`config.mk`:
```
export PLATFORM = sky130hd
export DESIGN_NAME = serial_link_bist
export DESIGN_NICKNAME = d
export VERILOG_FILES = /design/src/link_bist_pkg.sv /design/src/link_scrambler.sv /design/src/bc_crc_check.sv /design/src/serial_link_bist.sv
export SDC_FILE = /design/constraint.sdc
export NUM_CORES = 1
export LEC_CHECK = 0
export ABC_AREA = 0
export BUFFER_PORTS_ARGS = -buffer_cell sky130_fd_sc_hd__clkbuf_2
export CELL_PAD_IN_SITES_DETAIL_PLACEMENT = 0
export CELL_PAD_IN_SITES_GLOBAL_PLACEMENT = 2
export CORE_MARGIN = 5
export CORE_UTILIZATION = 37
export DETAILED_ROUTE_END_ITERATION = 8
export PLACE_DENSITY_LB_ADDON = 0.1
export SLEW_MARGIN = 25
export SYNTH_ARGS = -nofsm -noshare
export SYNTH_HDL_FRONTEND = slang
export SYNTH_HIERARCHICAL = 1
export SYNTH_SLANG_ARGS = --single-unit
```
`constraint.sdc`:
```
create_clock -name clk_sys -period 11.19 [get_ports clk_sys]
set_input_delay 1.119 -clock clk_sys [delete_from_list [all_inputs] [get_ports clk_sys]]
set_output_delay 1.119 -clock clk_sys [all_outputs]
set_load 0.02 [all_outputs]
```
`src/link_bist_pkg.sv`:
```
// Constants, register map and types shared by the serial link self-test block
package link_bist_pkg;
   // Widths
   localparam int VID_W      = 24;
   localparam int ENC_W      = VID_W + 1;
   localparam int BC_W       = 16;
   localparam int CRC_W      = 8;
   localparam int CNT_W      = 8;
   localparam int ADDR_W     = 8;
   localparam int DATA_W     = 32;
   localparam int IRQ_W      = 3;
   localparam int DISP_W     = 8;

   // Register byte offsets
   localparam logic [ADDR_W-1:0] OFS_CFG  = 8'h04;
   localparam logic [ADDR_W-1:0] OFS_STAT = 8'h0c;
   localparam logic [ADDR_W-1:0] OFS_BCNT = 8'h10;
   localparam logic [ADDR_W-1:0] OFS_FCNT = 8'h14;
   localparam logic [ADDR_W-1:0] OFS_ISR  = 8'h18;
   localparam logic [ADDR_W-1:0] OFS_IMR  = 8'h1c;

   // Field positions
   localparam int CFG_RESEED_BIT = 5;
   localparam int STAT_LOCK_BIT  = 0;
   localparam int STAT_BIST_BIT  = 1;
   localparam int STAT_OSC_BIT   = 2;
   localparam int IRQ_ENTER_BIT  = 0;
   localparam int IRQ_EXIT_BIT   = 1;
   localparam int IRQ_CRC_BIT    = 2;

   // Reset values and codes
   localparam logic [7:0]        CFG_RST   = 8'h00;
   localparam logic [IRQ_W-1:0]  IMR_RST   = 3'h0;
   localparam logic [CNT_W-1:0]  CNT_ZERO  = 8'h00;
   localparam logic [CNT_W-1:0]  CNT_MAX   = 8'hff;
   localparam logic [CNT_W-1:0]  CNT_ONE   = 8'h01;
   localparam logic [CRC_W-1:0]  CRC_POLY  = 8'h07;
   localparam logic [CRC_W-1:0]  CRC_INIT  = 8'hff;
   localparam logic [VID_W-1:0]  LFSR_SEED = 24'h5a5a5a;
   localparam logic [VID_W-1:0]  LFSR_TAPS = 24'he10000;
   localparam logic [VID_W-1:0]  ZERO_PAY  = 24'h000000;
   localparam logic [DISP_W-1:0] DISP_ZERO = 8'h00;

   typedef enum logic [0:0] {
      MODE_NORMAL = 1'b0,
      MODE_BIST   = 1'b1
   } mode_t;
endpackage : link_bist_pkg

```
`src/link_scrambler.sv`:
```
// Forward-link scrambler and DC-balance encoder
`timescale 1ns/10ps
`default_nettype none
module link_scrambler
   import link_bist_pkg::*;
(
   // Clock and reset
   input  wire logic                           clk_sys,
   input  wire logic                           arst_n,
   // Payload in
   input  wire logic                           word_valid,
   input  wire logic [link_bist_pkg::VID_W-1:0] word,
   input  wire logic                           reseed,
   // Encoded out
   output logic                                enc_valid,
   output logic      [link_bist_pkg::ENC_W-1:0] enc_word
);
   logic        [VID_W-1:0]  lfsr_ff,  nxt_lfsr;
   logic signed [DISP_W-1:0] disp_ff,  nxt_disp;
   logic                     vld_ff,   nxt_vld;
   logic        [ENC_W-1:0]  word_ff,  nxt_word;
   logic        [VID_W-1:0]  scr;
   logic signed [DISP_W-1:0] diff;
   logic                     invert;

   always_comb
   begin
      scr      = word ^ lfsr_ff; // [RL3]
      diff     = DISP_W'(2 * $countones(scr) - VID_W);
      invert   = (disp_ff > 0 && diff > 0) || (disp_ff < 0 && diff < 0);
      nxt_lfsr = lfsr_ff;
      nxt_disp = disp_ff;
      nxt_word = word_ff;
      nxt_vld  = word_valid;
      if (reseed)
      begin
         nxt_lfsr = LFSR_SEED;
         nxt_disp = DISP_ZERO;
      end
      else if (word_valid)
      begin
         nxt_lfsr = {lfsr_ff[VID_W-2:0], 1'b0} ^ (lfsr_ff[VID_W-1] ? LFSR_TAPS : ZERO_PAY);
         // Inverting toward the opposite sign keeps the line free of DC drift
         nxt_word = invert ? {1'b1, ~scr} : {1'b0, scr}; // [RL3]
         nxt_disp = invert ? disp_ff - diff : disp_ff + diff;
      end
   end

   always_ff @(posedge clk_sys or negedge arst_n)
   begin
      if (!arst_n)
      begin
         lfsr_ff <= LFSR_SEED;
         disp_ff <= DISP_ZERO;
         vld_ff  <= 1'b0;
         word_ff <= '0;
      end
      else
      begin
         lfsr_ff <= nxt_lfsr;
         disp_ff <= nxt_disp;
         vld_ff  <= nxt_vld;
         word_ff <= nxt_word;
      end
   end

   assign enc_valid = vld_ff;
   assign enc_word  = word_ff;
endmodule : link_scrambler
`default_nettype wire

```
`src/bc_crc_check.sv`:
```
// Back-channel frame CRC checker
`timescale 1ns/10ps
`default_nettype none
module bc_crc_check
   import link_bist_pkg::*;
(
   // Clock and reset
   input  wire logic                            clk_sys,
   input  wire logic                            arst_n,
   // Frame in
   input  wire logic                            enable,
   input  wire logic                            frm_valid,
   input  wire logic [link_bist_pkg::BC_W-1:0]  frm_payload,
   input  wire logic [link_bist_pkg::CRC_W-1:0] frm_crc,
   // Result
   output logic                                 crc_err
);
   logic err_ff, nxt_err;

   function automatic logic [CRC_W-1:0] crc_of(input logic [BC_W-1:0] d);
      logic [CRC_W-1:0] c;
      c = CRC_INIT;
      for (int i = BC_W - 1; i >= 0; i--)
      begin
         c = {c[CRC_W-2:0], 1'b0} ^ ((c[CRC_W-1] ^ d[i]) ? CRC_POLY : CNT_ZERO);
      end
      return c;
   endfunction : crc_of

   always_comb
   begin
      // Frames before link detect are ignored: CRC framing is not yet trusted
      nxt_err = enable && frm_valid && (crc_of(frm_payload) != frm_crc); // [RL6] [RL7]
   end

   always_ff @(posedge clk_sys or negedge arst_n)
   begin
      if (!arst_n)
      begin
         err_ff <= 1'b0;
      end
      else
      begin
         err_ff <= nxt_err;
      end
   end

   assign crc_err = err_ff;
endmodule : bc_crc_check
`default_nettype wire

```
`src/serial_link_bist.sv`:
```
// Serializer-side at-speed self test of the forward link and back channel
`timescale 1ns/10ps
`default_nettype none
//Behaviour
// [RL1] Self test starts on the back-channel enable command, no local pin needed.
// [RL2] In self test the video inputs are ignored; payload is all zeros.
// [RL3] The zero payload is scrambled, DC-balanced and sent at full rate.
// [RL4] Host toggles config bit 5 high then low right after test enable.
// [RL5] Test clock is video clock or internal oscillator, chosen by partner.
// [RL6] In self test every back-channel frame CRC is checked; errors counted.
// [RL7] CRC checking starts only once back-channel link detect is set.
// [RL8] An eight-bit error count register holds back-channel CRC errors.
// [RL9] The self-test CRC error count clears on entering self test.
// [RL10] The functional CRC error count starts counting from self-test entry.
// [RL11] Self-test count runs only in self test and keeps last result.
// [RL12] Partner compares received stream to zeros and reports mismatches; the model only checks that tx_valid is present.
// [RL13] Partner pass/fail output goes high on lock, pulses low per error; the model sets pass_out at test start and holds it low after a missing word.
// [RL14] Partner holds final pass/fail result until new test or reset.
// [RL15] Test lasts while partner enable pin is active; low ends it.
// [RL16] Link lock stays valid throughout the self-test run.
// [RL17] On enable withdrawal, leave self test, resume video, freeze count.
module serial_link_bist
   import link_bist_pkg::*;
(
   // Clock and reset
   input  wire logic                            clk_sys,
   input  wire logic                            arst_n,
   // APB slave
   input  wire logic                            psel,
   input  wire logic                            penable,
   input  wire logic                            pwrite,
   input  wire logic [link_bist_pkg::ADDR_W-1:0] paddr,
   input  wire logic [link_bist_pkg::DATA_W-1:0] pwdata,
   output logic      [link_bist_pkg::DATA_W-1:0] prdata,
   output logic                                 pready,
   output logic                                 pslverr,
   // Video input
   input  wire logic                            vid_valid,
   input  wire logic [link_bist_pkg::VID_W-1:0] vid_data,
   // Back channel
   input  wire logic                            bc_lock,
   input  wire logic                            bc_test_enable,
   input  wire logic                            bc_clock_select,
   input  wire logic                            bc_frm_valid,
   input  wire logic [link_bist_pkg::BC_W-1:0]  bc_frm_payload,
   input  wire logic [link_bist_pkg::CRC_W-1:0] bc_frm_crc,
   // Forward link
   output logic                                 tx_valid,
   output logic      [link_bist_pkg::ENC_W-1:0] tx_word,
   // Clock source and status
   output logic                                 internal_oscillator,
   output logic                                 test_active,
   output logic                                 irq
);
   import link_bist_pkg::*;

   mode_t             mode_ff,  nxt_mode;
   logic              osc_ff,   nxt_osc;
   logic [7:0]        cfg_ff,   nxt_cfg;
   logic [CNT_W-1:0]  bcnt_ff,  nxt_bcnt;
   logic [CNT_W-1:0]  fcnt_ff,  nxt_fcnt;
   logic [IRQ_W-1:0]  isr_ff,   nxt_isr;
   logic [IRQ_W-1:0]  imr_ff,   nxt_imr;
   logic [DATA_W-1:0] rdata_ff, nxt_rdata;
   logic              err_ff,   nxt_err;
   logic [VID_W-1:0]  pay_ff,   nxt_pay;
   logic              pvld_ff,  nxt_pvld;

   logic              wr_acc;
   logic              setup;
   logic              mapped;
   logic              enter;
   logic              leave;
   logic              crc_err;
   logic [IRQ_W-1:0]  events;

   // Bus decode
   always_comb
   begin
      setup  = psel && !penable;
      wr_acc = psel && penable && pwrite;
      mapped = 1'b0;
      if (paddr == OFS_CFG)
      begin
         mapped = 1'b1;
      end
      else if (paddr == OFS_STAT)
      begin
         mapped = 1'b1;
      end
      else if (paddr == OFS_BCNT)
      begin
         mapped = 1'b1;
      end
      else if (paddr == OFS_FCNT)
      begin
         mapped = 1'b1;
      end
      else if (paddr == OFS_ISR)
      begin
         mapped = 1'b1;
      end
      else if (paddr == OFS_IMR)
      begin
         mapped = 1'b1;
      end
   end

   // Mode control
   always_comb
   begin
      nxt_mode = mode_ff;
      if (mode_ff == MODE_NORMAL)
      begin
         if (bc_test_enable)
         begin
            nxt_mode = MODE_BIST; // [RL1] [RL15]
         end
      end
      else
      begin
         if (!bc_test_enable)
         begin
            nxt_mode = MODE_NORMAL; // [RL17] [RL15]
         end
      end
      enter   = (mode_ff == MODE_NORMAL) && (nxt_mode == MODE_BIST);
      leave   = (mode_ff == MODE_BIST) && (nxt_mode == MODE_NORMAL);
      // Oscillator choice is followed only in test; normal traffic keeps video clock
      nxt_osc = (nxt_mode == MODE_BIST) && bc_clock_select; // [RL5]
   end

   // Payload source
   always_comb
   begin
      nxt_pvld = (mode_ff == MODE_BIST) || vid_valid; // [RL3]
      nxt_pay  = pay_ff;
      if (mode_ff == MODE_BIST)
      begin
         nxt_pay = ZERO_PAY; // [RL2]
      end
      else if (vid_valid)
      begin
         nxt_pay = vid_data; // [RL17]
      end
   end

   link_scrambler u_scrambler (
      .clk_sys    (clk_sys),
      .arst_n     (arst_n),
      .word_valid (pvld_ff),
      .word       (pay_ff),
      .reseed     (cfg_ff[CFG_RESEED_BIT]), // [RL4]
      .enc_valid  (tx_valid),
      .enc_word   (tx_word)
   );

   bc_crc_check u_crc (
      .clk_sys     (clk_sys),
      .arst_n      (arst_n),
      .enable      (bc_lock), // [RL7] [RL16]
      .frm_valid   (bc_frm_valid),
      .frm_payload (bc_frm_payload),
      .frm_crc     (bc_frm_crc),
      .crc_err     (crc_err)
   );

   // Error counters saturate; a count event in a register-write clear cycle still lands, one in the self-test entry cycle is dropped
   always_comb
   begin
      nxt_bcnt = bcnt_ff;
      nxt_fcnt = fcnt_ff;
      if (wr_acc && paddr == OFS_BCNT)
      begin
         nxt_bcnt = CNT_ZERO;
      end
      if (wr_acc && paddr == OFS_FCNT)
      begin
         nxt_fcnt = CNT_ZERO;
      end
      if (enter)
      begin
         nxt_bcnt = CNT_ZERO; // [RL9]
         nxt_fcnt = CNT_ZERO; // [RL10]
      end
      else
      begin
         if (crc_err && mode_ff == MODE_BIST && nxt_bcnt != CNT_MAX)
         begin
            nxt_bcnt = nxt_bcnt + CNT_ONE; // [RL6] [RL11] [RL8]
         end
         if (crc_err && nxt_fcnt != CNT_MAX)
         begin
            nxt_fcnt = nxt_fcnt + CNT_ONE; // [RL10] [RL8]
         end
      end
   end

   // Config, interrupt status and mask
   always_comb
   begin
      events                 = '0;
      events[IRQ_ENTER_BIT]  = enter;
      events[IRQ_EXIT_BIT]   = leave;
      events[IRQ_CRC_BIT]    = crc_err && (mode_ff == MODE_BIST);
      nxt_cfg = cfg_ff;
      nxt_imr = imr_ff;
      nxt_isr = isr_ff;
      if (wr_acc && paddr == OFS_CFG)
      begin
         nxt_cfg = pwdata[7:0];
      end
      if (wr_acc && paddr == OFS_IMR)
      begin
         nxt_imr = pwdata[IRQ_W-1:0];
      end
      if (wr_acc && paddr == OFS_ISR)
      begin
         nxt_isr = isr_ff & ~pwdata[IRQ_W-1:0];
      end
      nxt_isr = nxt_isr | events;
   end

   // Read data is captured in the setup cycle so the access phase needs no wait
   always_comb
   begin
      nxt_rdata = rdata_ff;
      nxt_err   = err_ff;
      if (setup)
      begin
         nxt_rdata = '0;
         nxt_err   = !mapped;
         if (paddr == OFS_CFG)
         begin
            nxt_rdata[7:0] = cfg_ff;
         end
         else if (paddr == OFS_STAT)
         begin
            nxt_rdata[STAT_LOCK_BIT] = bc_lock; // [RL7]
            nxt_rdata[STAT_BIST_BIT] = (mode_ff == MODE_BIST);
            nxt_rdata[STAT_OSC_BIT]  = osc_ff;
         end
         else if (paddr == OFS_BCNT)
         begin
            nxt_rdata[CNT_W-1:0] = bcnt_ff;
         end
         else if (paddr == OFS_FCNT)
         begin
            nxt_rdata[CNT_W-1:0] = fcnt_ff;
         end
         else if (paddr == OFS_ISR)
         begin
            nxt_rdata[IRQ_W-1:0] = isr_ff;
         end
         else if (paddr == OFS_IMR)
         begin
            nxt_rdata[IRQ_W-1:0] = imr_ff;
         end
      end
   end

   always_ff @(posedge clk_sys or negedge arst_n)
   begin
      if (!arst_n)
      begin
         mode_ff  <= MODE_NORMAL;
         osc_ff   <= 1'b0;
         cfg_ff   <= CFG_RST;
         bcnt_ff  <= CNT_ZERO;
         fcnt_ff  <= CNT_ZERO;
         isr_ff   <= '0;
         imr_ff   <= IMR_RST;
         rdata_ff <= '0;
         err_ff   <= 1'b0;
         pay_ff   <= ZERO_PAY;
         pvld_ff  <= 1'b0;
      end
      else
      begin
         mode_ff  <= nxt_mode;
         osc_ff   <= nxt_osc;
         cfg_ff   <= nxt_cfg;
         bcnt_ff  <= nxt_bcnt;
         fcnt_ff  <= nxt_fcnt;
         isr_ff   <= nxt_isr;
         imr_ff   <= nxt_imr;
         rdata_ff <= nxt_rdata;
         err_ff   <= nxt_err;
         pay_ff   <= nxt_pay;
         pvld_ff  <= nxt_pvld;
      end
   end

   assign prdata              = rdata_ff;
   assign pready              = psel && penable;
   assign pslverr             = psel && penable && err_ff;
   assign internal_oscillator = osc_ff;
   assign test_active         = (mode_ff == MODE_BIST);
   assign irq                 = |(isr_ff & imr_ff);
endmodule : serial_link_bist
`default_nettype wire

```
==> results of run 1 <==
==> layer usage <==
metal | up-vias | global-route usage, % | share of wire [%]
li1 | 2950 | - | -
met4 | 6 | 4.13 | 0.96
met3 | 16 | 4.51 | 5.4
met1 | 2925 | 22.1 | 45
met2 | 156 | 28.3 | 49
met5 | - | 0 | 0.20
==> state kept, by name, indices dropped and copies added, names as in the netlist <==
signal / flops
internal_oscillator: 1
u_crc/crc_err: 1
u_scrambler/enc_valid: 1
test_active: 1
u_scrambler/disp_ff: 7
err_ff: 1
bcnt_ff: 8
pvld_ff: 1
prdata: 8
isr_ff: 3
u_scrambler/enc_word: 25
fcnt_ff: 8
cfg_ff: 8
imr_ff: 3
u_scrambler/lfsr_ff: 23
pay_ff: 24
==> path summary, 6_finish.rpt <==
check | depth (start not counted) | slack [ps] | from | to
setup / recovery | 29 | 3330 | pay_ff[17]$_DFFE_PN0P_ | u_scrambler/disp_ff[7]$_DFFE_PN0N_
hold / removal | 2 | 490 | prdata[7]$_DFFE_PN0P_ | prdata[7]$_DFFE_PN0P_
setup reg to reg | 29 | 3330 | pay_ff[17]$_DFFE_PN0P_ | u_scrambler/disp_ff[7]$_DFFE_PN0N_
hold reg to reg | 2 | 490 | prdata[7]$_DFFE_PN0P_ | prdata[7]$_DFFE_PN0P_
max in group asynchronous | 2 | 9080 | arst_n | pay_ff[5]$_DFFE_PN0P_
min in group asynchronous | 1 | 750 | arst_n | u_scrambler/disp_ff[7]$_DFFE_PN0N_
==> through the flow <==
stage / std cells / hold slack, ps / worst slack [ps]
6_report: 1196 / 486 / 3330
5_1_grt: 1196 / 515 / 2870
4_1_cts: 1195 / 486 / 2820
3_5_place_dp: 1163 / 474 / 2850
3_3_place_gp: 1163 / 467 / 2900
2_1_floorplan: 834 / 349 / 4050
==> kinds of logic after synthesis <==
family	count (synthesis)	share of synthesized area [%]
simple gates	250	15.2
compound gates	133	12.0
flops	123	39.0
buf+inv	116	7.05
mux	77	10.4
xor+xnor	75	8.94
fa+ha+maj	36	7.38
other cells	1	0.0473
==> critical path, delay by kind of cell, from the launching register on <==
kind,cells,cell delay (ps)
simple gates,4,670
buf+inv,7,530
flops,1,390
mux,1,340
fa+ha+maj,10,4130
xor+xnor,2,720
compound gates,5,980
==> layout make-up <==
cell class                 count  area [um2]  area share, %
clock inverter                11         143           1.54
inverter                      52         195           2.11
timing repair buffer         119         636           6.88
tap                          275         344           3.72
multi-input combinational    595        4370           47.3
sequential                   123        3090           33.5
clock buffer                  21         460           4.98
==> cells in the final DEF, fill, tap and decap left out, drive strengths merged, types with 5 or more instances in the layout <==
cell type and instances:
clkbuf 132, nor2 106, nand2 52, nor3 10, buf 8, clkinv 5
a211oi 10, ha 18, dfstp 12, nand3 6, xnor2 68, mux2i 61
a22oi 15, a211o 10, or4 5, nor2b 9, xor2 7, a31oi 11
mux2 13, conb 24, a21oi 18, or3 12, fa 18, dfrtp 111
and2 12, nand4 8, a21o 7, or2 6, nor4 7, o21ai 26
inv 53
==> out/results.tsv, run 1 <==
stage	metric	value	unit
grt	vias in the first global route	6185	
synthesis	instance count of the mapped netlist	811	
worst_setup_path	CP endpoint kind	register	
timing	number of hold violations in the final report	0	
synthesis	sequential area share after synthesis	39.0	%
placement	post-place instance area	8610	um2
clock_tree	Post-CTS Setup Repair Bufs	0	
clock_tree	Post-CTS Resized	0	
routing	Post-route DRC	0	
clock_tree	clock-pin slew on the worst setup and hold paths	60	ps
synthesis	most used standard cells in the synthesized netlist	111 x sky130_fd_sc_hd__dfrtp_1, 105 x sky130_fd_sc_hd__nor2_1, 62 x sky130_fd_sc_hd__xnor2_1, 61 x sky130_fd_sc_hd__mux2i_1	
synthesis	predominant post-synthesis flop cell	sky130_fd_sc_hd__dfrtp_1	
floorplanning	I/O pins	161	
timing	number of max-slew violations in the final report	0	
placement	post-detail-place hpwl	15.5	mm
finish	Net count, final	1042	
grt	combined global-route utilization of all metal layers	17.0	%
clock_tree	deepest level of the CTS H-tree	4	
timing	Final min period	7860	ps
run	Max Cap Violations	0	
floorplanning	area of the placeable core	21100	um2
placement	total of buffers placed on input and output ports	112	
clock_tree	number of buffers added by the clock tree synthesis step	17	
synthesis	share of the synthesized area in the top cell type	35.0	%
clock_tree	clock insertion delay at the later pin of the skew report	410	ps
worst_setup_path	CP max FO	16	
synthesis	count of cell types in the netlist	73	
worst_setup_path	worst endpoint required time	11490	ps
synthesis	number of register bits inferred by synthesis	123	
routing	final routed wire length divided by cell count	17.1	um
worst_setup_path	data arrival time of the critical path	8160	ps
grt	pin count of the biggest net entering global routing	70	
synthesis	Cell Area, Synth	7930	um2
worst_setup_path	cell with the biggest individual delay on the critical path	sky130_fd_sc_hd__fa_1	
placement	weighted congestion reported at the end of routability-driven placement	0.821	
grt	number of antenna violations at the first check in global routing	3	
worst_setup_path	Worst path max stage delay	560	ps
timing	final clock skew	10.1	ps
routing	Pre-Repair DR Iteration Count	5	
finish	filler instances	2105	
synthesis	synthesized area per cell	9.78	um2
grt	first-pass GRT wire length	32.9	mm
timing	fraction of the cycle the final worst path needs	70.2	%
timing	actual slew at the worst max-slew pin	896	ps
clock_tree	clock tree from TritonCTS	yes	
synthesis	EDFF count, synth	0	
routing	initial drt markers	294	
timing	total of endpoints with negative setup slack in the final report	0	
floorplanning	Die Y-Extent	156	um
clock_tree	Clock Root Buffer	sky130_fd_sc_hd__clkbuf_16	
synthesis	top cell type by total area after synthesis	sky130_fd_sc_hd__dfrtp_1	
floorplanning	starting density of the core	37.6	%
synthesis	most frequent cell after synthesis	sky130_fd_sc_hd__dfrtp_1	
floorplanning	floorplan die area	24500	um2
worst_setup_path	worst setup path class	reg -> reg	
worst_hold_path	class of the worst hold path	reg -> reg	
routing	final wirelength	20.4	mm
routing	ANT nets after route	0	
floorplanning	die width	156	um
run_status	result of the run	completed	
clock_tree	hold buffer count at cts	0	
clock_tree	number of clock sinks	123	
grt	overflow left after global routing	0	
timing	Slew headroom	40.3	%
finish	post-route standard cell area excluding fillers	9240	um2
timing	unrepaired setup endpoints after global routing	no	
floorplanning	# rows	53	
synthesis	cell types with the largest area share after synthesis	sky130_fd_sc_hd__dfrtp_1 35%, sky130_fd_sc_hd__mux2i_1 7.7%, sky130_fd_sc_hd__xnor2_1 6.8%	
clock_tree	number of buffers on the longest clock path	2	
finish	count of inserted antenna diode cells	0	
routing	vias per inst	5.06	
finish	Area growth syn-to-layout	16.5	%
synthesis	number of warnings printed during yosys synthesis	6	
finish	share of layout cells above drive strength 1	21.7	%
worst_setup_path	CP Launch Type	register	
synthesis	Async SR Flop Fraction	100	%
finish	final core area utilization	43.8	%
timing	setup TNS after final layout	0	ps
routing	vias	6053	
timing	Max Freq	127	MHz
Power of run 1 is left out: the tool's default activity adds up to more than one toggle a clock period on the data nets, which glitch-free logic cannot reach.
==> run 2: changes to the inputs <==
--- a/config.mk
+++ b/config.mk
@@ -10,7 +10,7 @@
 export CELL_PAD_IN_SITES_DETAIL_PLACEMENT = 0
 export CELL_PAD_IN_SITES_GLOBAL_PLACEMENT = 2
 export CORE_MARGIN = 5
-export CORE_UTILIZATION = 37
+export CORE_UTILIZATION = 35
 export DETAILED_ROUTE_END_ITERATION = 8
 export PLACE_DENSITY_LB_ADDON = 0.1
 export SLEW_MARGIN = 25
==> constraint.sdc (replaced) <==
create_clock -name clk_sys -period 8.1 [get_ports clk_sys]
set_input_delay 0.81 -clock clk_sys [delete_from_list [all_inputs] [get_ports clk_sys]]
set_output_delay 0.81 -clock clk_sys [all_outputs]
set_load 0.02 [all_outputs]
==> run 2 against run 1 <==
Effect of this change: worst hold slack worse by 47 ps; register-to-register slack worse by 2700 ps; critical path depth unchanged; sequential share of layout area down 0.23 points; core utilization down 2.5 points; die area up 5.3%; wire length down 1.2%; final cell count up 0.92%; setup slack worse by 2700 ps; global-route usage down 0.93 points; fmax up 4.9%.
==> out/results.tsv, run 2 (synthesis gave the netlist of run 1 again) <==
stage	metric	value	unit	change
timing	fraction of the cycle the final worst path needs	92.5	%	+22 points
clock_tree	Clock Root Buffer	sky130_fd_sc_hd__clkbuf_16		
run	Max Cap Violations	0		unchanged
worst_setup_path	worst path bufs/invs	7		unchanged
placement	post-detail-place hpwl	15.4	mm	-0.59%
finish	Area growth syn-to-layout	17.3	%	
finish	max reg flops	25		unchanged
worst_setup_path	cell with the biggest individual delay on the critical path	sky130_fd_sc_hd__dfstp_2		
grt	first-pass GRT wire length	33.0	mm	+0.33%
floorplanning	I/O pins	161		unchanged
finish	area taken by flip-flops and latches	3090	um2	unchanged
grt	pin count of the biggest net entering global routing	68		-2.9%
clock_tree	number of buffers on the longest clock path	2		unchanged
worst_setup_path	worst reg2reg path startpoint	u_scrambler/lfsr_ff[17]$_DFFE_PN1N_		
worst_setup_path	r2r worst-path depth	29		unchanged
worst_hold_path	class of the worst hold path	in -> async		
placement	total of buffers placed on input and output ports	112		unchanged
routing	initial drt markers	253		-14%
worst_setup_path	Worst path max stage delay	550	ps	about the same
worst_setup_path	CP Depth	29		unchanged
timing	Max Freq	133	MHz	+4.9%
timing	total of endpoints with negative setup slack in the final report	0		unchanged
grt	combined global-route utilization of all metal layers	16.0	%	-0.93 points
worst_setup_path	CP max FO	5		-11
clock_tree	clock insertion delay at the later pin of the skew report	420	ps	about the same
routing	Pre-Repair DR Iteration Count	5		unchanged
routing	final routed wire length divided by cell count	16.7	um	-2.1%
timing	setup TNS after final layout	0	ps	unchanged
timing	actual slew at the worst max-slew pin	892	ps	-3.91 ps
grt	overflow left after global routing	0		unchanged
worst_setup_path	reg-to-reg setup timing slack	600	ps	-2730 ps
finish	multi-input gate area in the final layout	4370	um2	about the same
timing	unrepaired setup endpoints after global routing	no		
worst_setup_path	Crit path max-delay family	adder cells		
timing	Final min period	7500	ps	-364 ps
timing	final clock skew	12.6	ps	+2.54 ps
floorplanning	starting density of the core	35.3	%	-2.4 points
grt	number of antenna violations at the first check in global routing	1		-2
worst_setup_path	CP Launch Type	register		
floorplanning	floorplan die area	25800	um2	+5.3%
grt	vias in the first global route	6230		+0.73%
floorplanning	# rows	55		+3.8%
clock_tree	clock tree from TritonCTS	yes		
finish	share of layout cells above drive strength 1	22.0	%	+0.30 points
routing	Post-route DRC	0		unchanged
clock_tree	number of clock sinks	123		unchanged
placement	weighted congestion reported at the end of routability-driven placement	0.794		-3.3%
routing	ANT nets after route	0		unchanged
floorplanning	die width	161	um	+2.6%
worst_setup_path	worst reg2reg path endpoint	u_scrambler/disp_ff[7]$_DFFE_PN0N_		
routing	vias	6012		-0.68%
worst_setup_path	worst setup path class	reg -> reg		
routing	vias per inst	4.98		-1.6%
finish	count of inserted antenna diode cells	0		unchanged
worst_setup_path	CP endpoint kind	register		
timing	Slew headroom	40.6	%	+0.26 points
routing	final wirelength	20.1	mm	-1.2%
clock_tree	deepest level of the CTS H-tree	4		unchanged
run_status	result of the run	completed		
timing	number of hold violations in the final report	0		unchanged
worst_setup_path	worst endpoint required time	8410	ps	-3080 ps
finish	commonest cells after routing, fill and taps aside	111 x sky130_fd_sc_hd__dfrtp_1, 111 x sky130_fd_sc_hd__clkbuf_2, 105 x sky130_fd_sc_hd__nor2_1		
timing	number of max-slew violations in the final report	0		unchanged
worst_setup_path	data arrival time of the critical path	7800	ps	-360 ps
finish	Net count, final	1043		+0.096%
finish	filler instances	2199		+4.5%
floorplanning	area of the placeable core	22500	um2	+6.7%
clock_tree	number of buffers added by the clock tree synthesis step	17		unchanged
clock_tree	clock-pin slew on the worst setup and hold paths	60	ps	about the same
floorplanning	Die Y-Extent	161	um	+2.6%
clock_tree	Post-CTS Setup Repair Bufs	0		unchanged
==> run 2: cell count changes in the layout (fill, tap and decap cells not counted), sizes merged <==
| cell | previous run | this run |
|---|---|---|
| buf | 8 | 9 |
| clkbuf | 132 | 129 |
| clkinvlp | 2 | 1 |
| clkinv | 5 | 2 |
| inv | 53 | 58 |
| bufinv | 3 | 5 |
==> run 2: worst max-delay path by stage <==
stage,start,to,slack [ps]
floorplan,u_scrambler/lfsr_ff[11]$_DFFE_PN1N_,u_scrambler/disp_ff[7]$_DFFE_PN0N_,960
global placement,u_scrambler/lfsr_ff[13]$_DFFE_PN0N_,u_scrambler/disp_ff[7]$_DFFE_PN0N_,490
detailed placement,u_scrambler/lfsr_ff[17]$_DFFE_PN1N_,u_scrambler/disp_ff[7]$_DFFE_PN0N_,450
CTS,u_scrambler/lfsr_ff[17]$_DFFE_PN1N_,u_scrambler/disp_ff[7]$_DFFE_PN0N_,400
global route,pay_ff[1]$_DFFE_PN0P_,u_scrambler/disp_ff[7]$_DFFE_PN0N_,140
finish,u_scrambler/lfsr_ff[17]$_DFFE_PN1N_,u_scrambler/disp_ff[7]$_DFFE_PN0N_,600
==> run 2: cell type report <==
type | count | area share, %
clock inverters | 14 | 2.47
flip-flops and latches | 123 | 33.2
multi-input cells | 595 | 46.9
well taps | 285 | 3.83
inverters | 52 | 2.10
clock buffers | 18 | 4.72
repair buffers | 120 | 6.70
==> run 2: timing repair <==
action / CTS / global route
hold buffers: 0 / 0
resized for setup: 0 / 1
setup endpoints to repair: 0 / 1
endpoints found under the hold margin: 0 / 0
==> run 2: metrics by stage <==
step | cell area [um2] | worst slack, ps | instances | hold slack [ps] | util (%)
floorplan | 8020 | 960 | 834 | 349 | -
global placement | 8640 | 486 | 1175 | 472 | 38.4
detailed placement | 8640 | 447 | 1175 | 476 | 38.4
CTS | 9310 | 400 | 1207 | 474 | 41.4
global route | 9310 | 137 | 1207 | 508 | 41.4
finish | 9310 | 605 | 1207 | 439 | 41.4
==> run 2: metal layers <==
layer	part of all wire, %	wire [um]	GRT usage (%)
met1	45	8980	20.4
met4	1.2	244	4.34
met3	4.3	858	3.70
met2	50	10000	27.4
met5	0.065	13	0
Power of run 2 is left out for the same reason.
==> run 3: changes to the inputs <==
--- a/config.mk
+++ b/config.mk
@@ -13,6 +13,7 @@
 export CORE_UTILIZATION = 35
 export DETAILED_ROUTE_END_ITERATION = 8
 export PLACE_DENSITY_LB_ADDON = 0.1
+export RECOVER_POWER = 25
 export SLEW_MARGIN = 25
 export SYNTH_ARGS = -nofsm -noshare
 export SYNTH_HDL_FRONTEND = slang
==> run 3 against run 2 <==
Effect of this change: the run now ends with max-capacitance violations, max-slew violations left; first-iteration DRC count is 1.6% higher; final area is essentially flat; via count shrank 0.43%; clock skew down 0.84 ps; highest routed layer unchanged.
==> out/results.tsv, run 3 (synthesis gave the netlist of run 1 again) <==
stage	metric	value	unit	change
worst_setup_path	worst path bufs/invs	7		unchanged
clock_tree	clock tree from TritonCTS	yes		
run	Max Cap Violations	2		+2
grt	met2 track utilization from global routing	27.4	%	unchanged
clock_tree	deepest level of the CTS H-tree	4		unchanged
placement	post-detail-place hpwl	15.4	mm	unchanged
clock_tree	number of buffers on the longest clock path	2		unchanged
placement	Place WS	447	ps	unchanged
grt	met1 global-route usage	20.4	%	unchanged
worst_setup_path	CP endpoint kind	register		
timing	actual slew at the worst max-slew pin	3190	ps	+2290 ps
floorplanning	Die Y-Extent	161	um	unchanged
finish	commonest cells after routing, fill and taps aside	111 x sky130_fd_sc_hd__dfrtp_1, 110 x sky130_fd_sc_hd__clkbuf_2, 105 x sky130_fd_sc_hd__nor2_1		
routing	final wirelength	20.1	mm	about the same
timing	number of max-slew violations in the final report	96		+96
routing	Post-route DRC	0		unchanged
routing	final routed wire length divided by cell count	16.7	um	about the same
finish	Area growth syn-to-layout	17.2	%	about the same
timing	Final min period	7490	ps	-4.72 ps
worst_setup_path	Crit path max-delay family	adder cells		
finish	Net count, final	1043		unchanged
worst_setup_path	worst endpoint required time	8400	ps	about the same
worst_setup_path	CP max FO	5		unchanged
timing	setup TNS after final layout	0	ps	unchanged
worst_setup_path	data arrival time of the critical path	7800	ps	about the same
placement	weighted congestion reported at the end of routability-driven placement	0.794		unchanged
run_status	failing checks	max-capacitance violations, max-slew violations		
timing	slack of the critical path	610	ps	+4.72 ps
timing	fraction of the cycle the final worst path needs	92.5	%	about the same
timing	Max Freq	134	MHz	about the same
worst_setup_path	CP Launch Type	register		
routing	vias	5986		-0.43%
timing	unrepaired setup endpoints after global routing	no		
clock_tree	number of clock sinks	123		unchanged
routing	initial drt markers	257		+1.6%
timing	Slew headroom	-112	%	-150 points
clock_tree	Clock Root Buffer	sky130_fd_sc_hd__clkbuf_16		
grt	global routing usage on met3	3.70	%	unchanged
timing	final clock skew	11.8	ps	-0.839 ps
routing	Pre-Repair DR Iteration Count	5		unchanged
clock_tree	hold buffer count at cts	0		unchanged
clock_tree	clock insertion delay at the later pin of the skew report	420	ps	about the same
floorplanning	# rows	55		unchanged
finish	max reg flops	25		unchanged
floorplanning	I/O pins	161		unchanged
worst_setup_path	Worst path max stage delay	550	ps	about the same
grt	most crowded layer after global routing	met2		
grt	vias in the first global route	6230		unchanged
grt	pin count of the biggest net entering global routing	68		unchanged
worst_hold_path	class of the worst hold path	reg -> reg		
clock_tree	clock-pin slew on the worst setup and hold paths	60	ps	about the same
timing	worst hold slack after final layout	487	ps	+47.5 ps
floorplanning	starting density of the core	35.3	%	unchanged
grt	overflow left after global routing	0		unchanged
timing	number of hold violations in the final report	0		unchanged
finish	filler instances	2201		+0.091%
floorplanning	floorplan die area	25800	um2	unchanged
timing	total of endpoints with negative setup slack in the final report	0		unchanged
floorplanning	area of the placeable core	22500	um2	unchanged
routing	vias per inst	4.96		-0.43%
finish	most common cell after layout, fill and taps aside	sky130_fd_sc_hd__dfrtp_1		
worst_setup_path	cell with the biggest individual delay on the critical path	sky130_fd_sc_hd__dfstp_2		
worst_setup_path	worst setup path class	reg -> reg		
grt	combined global-route utilization of all metal layers	16.0	%	unchanged
floorplanning	die width	161	um	unchanged
finish	count of inserted antenna diode cells	0		unchanged
run_status	result of the run	finished with violations		
routing	ANT nets after route	0		unchanged
grt	number of antenna violations at the first check in global routing	1		unchanged
grt	first-pass GRT wire length	33.0	mm	unchanged
placement	total of buffers placed on input and output ports	112		unchanged
finish	share of layout cells above drive strength 1	21.7	%	-0.33 points
clock_tree	number of buffers added by the clock tree synthesis step	17		unchanged
[run 3: cell count changes in the layout (fill, tap and decap cells not counted), sizes merged]
cell    delta
buf        -2
clkbuf     +2
[run 3: area by class of cell]
cell class / instances / area [um2] / share of cell area (%)
multi-input combinational: 595 / 4370 / 47.0
inverter: 52 / 195 / 2.10
clock buffer: 18 / 439 / 4.72
timing repair buffer: 120 / 614 / 6.61
tap: 285 / 357 / 3.84
sequential: 123 / 3090 / 33.3
clock inverter: 14 / 230 / 2.48
[run 3: per-layer routing]
| layer | up-vias | wire (um) |
|---|---|---|
| met5 | - | 13 |
| met4 | 2 | 252 |
| met3 | 22 | 834 |
| met2 | 127 | 10000 |
| met1 | 2879 | 9030 |
| li1 | 2956 | - |
[run 3: what timing repair did]
item / 4_1_cts / 5_1_grt
endpoints found under the setup margin: 0 / 1
setup buffers: 0 / 0
gates resized for setup: 0 / 1
[run 3: worst min-delay path, delay by kind of cell (launching register included)]
kind	cells	cell delay (ps)
AND/OR/NAND/NOR	1	50
AO/OA/AOI/OAI	1	60
flip-flops	1	340
[run 3: stage by stage]
stage	cell area, um2	utilization (%)	instances
floorplan	8020	-	834
global placement	8640	38.4	1175
detailed placement	8640	38.4	1175
CTS	9310	41.4	1207
global route	9300	41.3	1207
finish	9300	41.3	1207
[run 3: worst paths after layout]
kind                            slack [ps]  cells past startpoint                                 start                              endpoint
worst min register to register         490                      2  u_scrambler/enc_word[24]$_DFFE_PN0P_  u_scrambler/enc_word[24]$_DFFE_PN0P_
worst max-delay path                   610                     29   u_scrambler/lfsr_ff[17]$_DFFE_PN1N_    u_scrambler/disp_ff[7]$_DFFE_PN0N_
max in group asynchronous             4480                      2                                arst_n                 pay_ff[1]$_DFFE_PN0P_
worst min-delay path                   490                      2  u_scrambler/enc_word[24]$_DFFE_PN0P_  u_scrambler/enc_word[24]$_DFFE_PN0P_
min in group asynchronous             1440                      1                                arst_n    u_scrambler/disp_ff[7]$_DFFE_PN0N_
worst max register to register         610                     29   u_scrambler/lfsr_ff[17]$_DFFE_PN1N_    u_scrambler/disp_ff[7]$_DFFE_PN0N_
Power of run 3 is left out for the same reason.
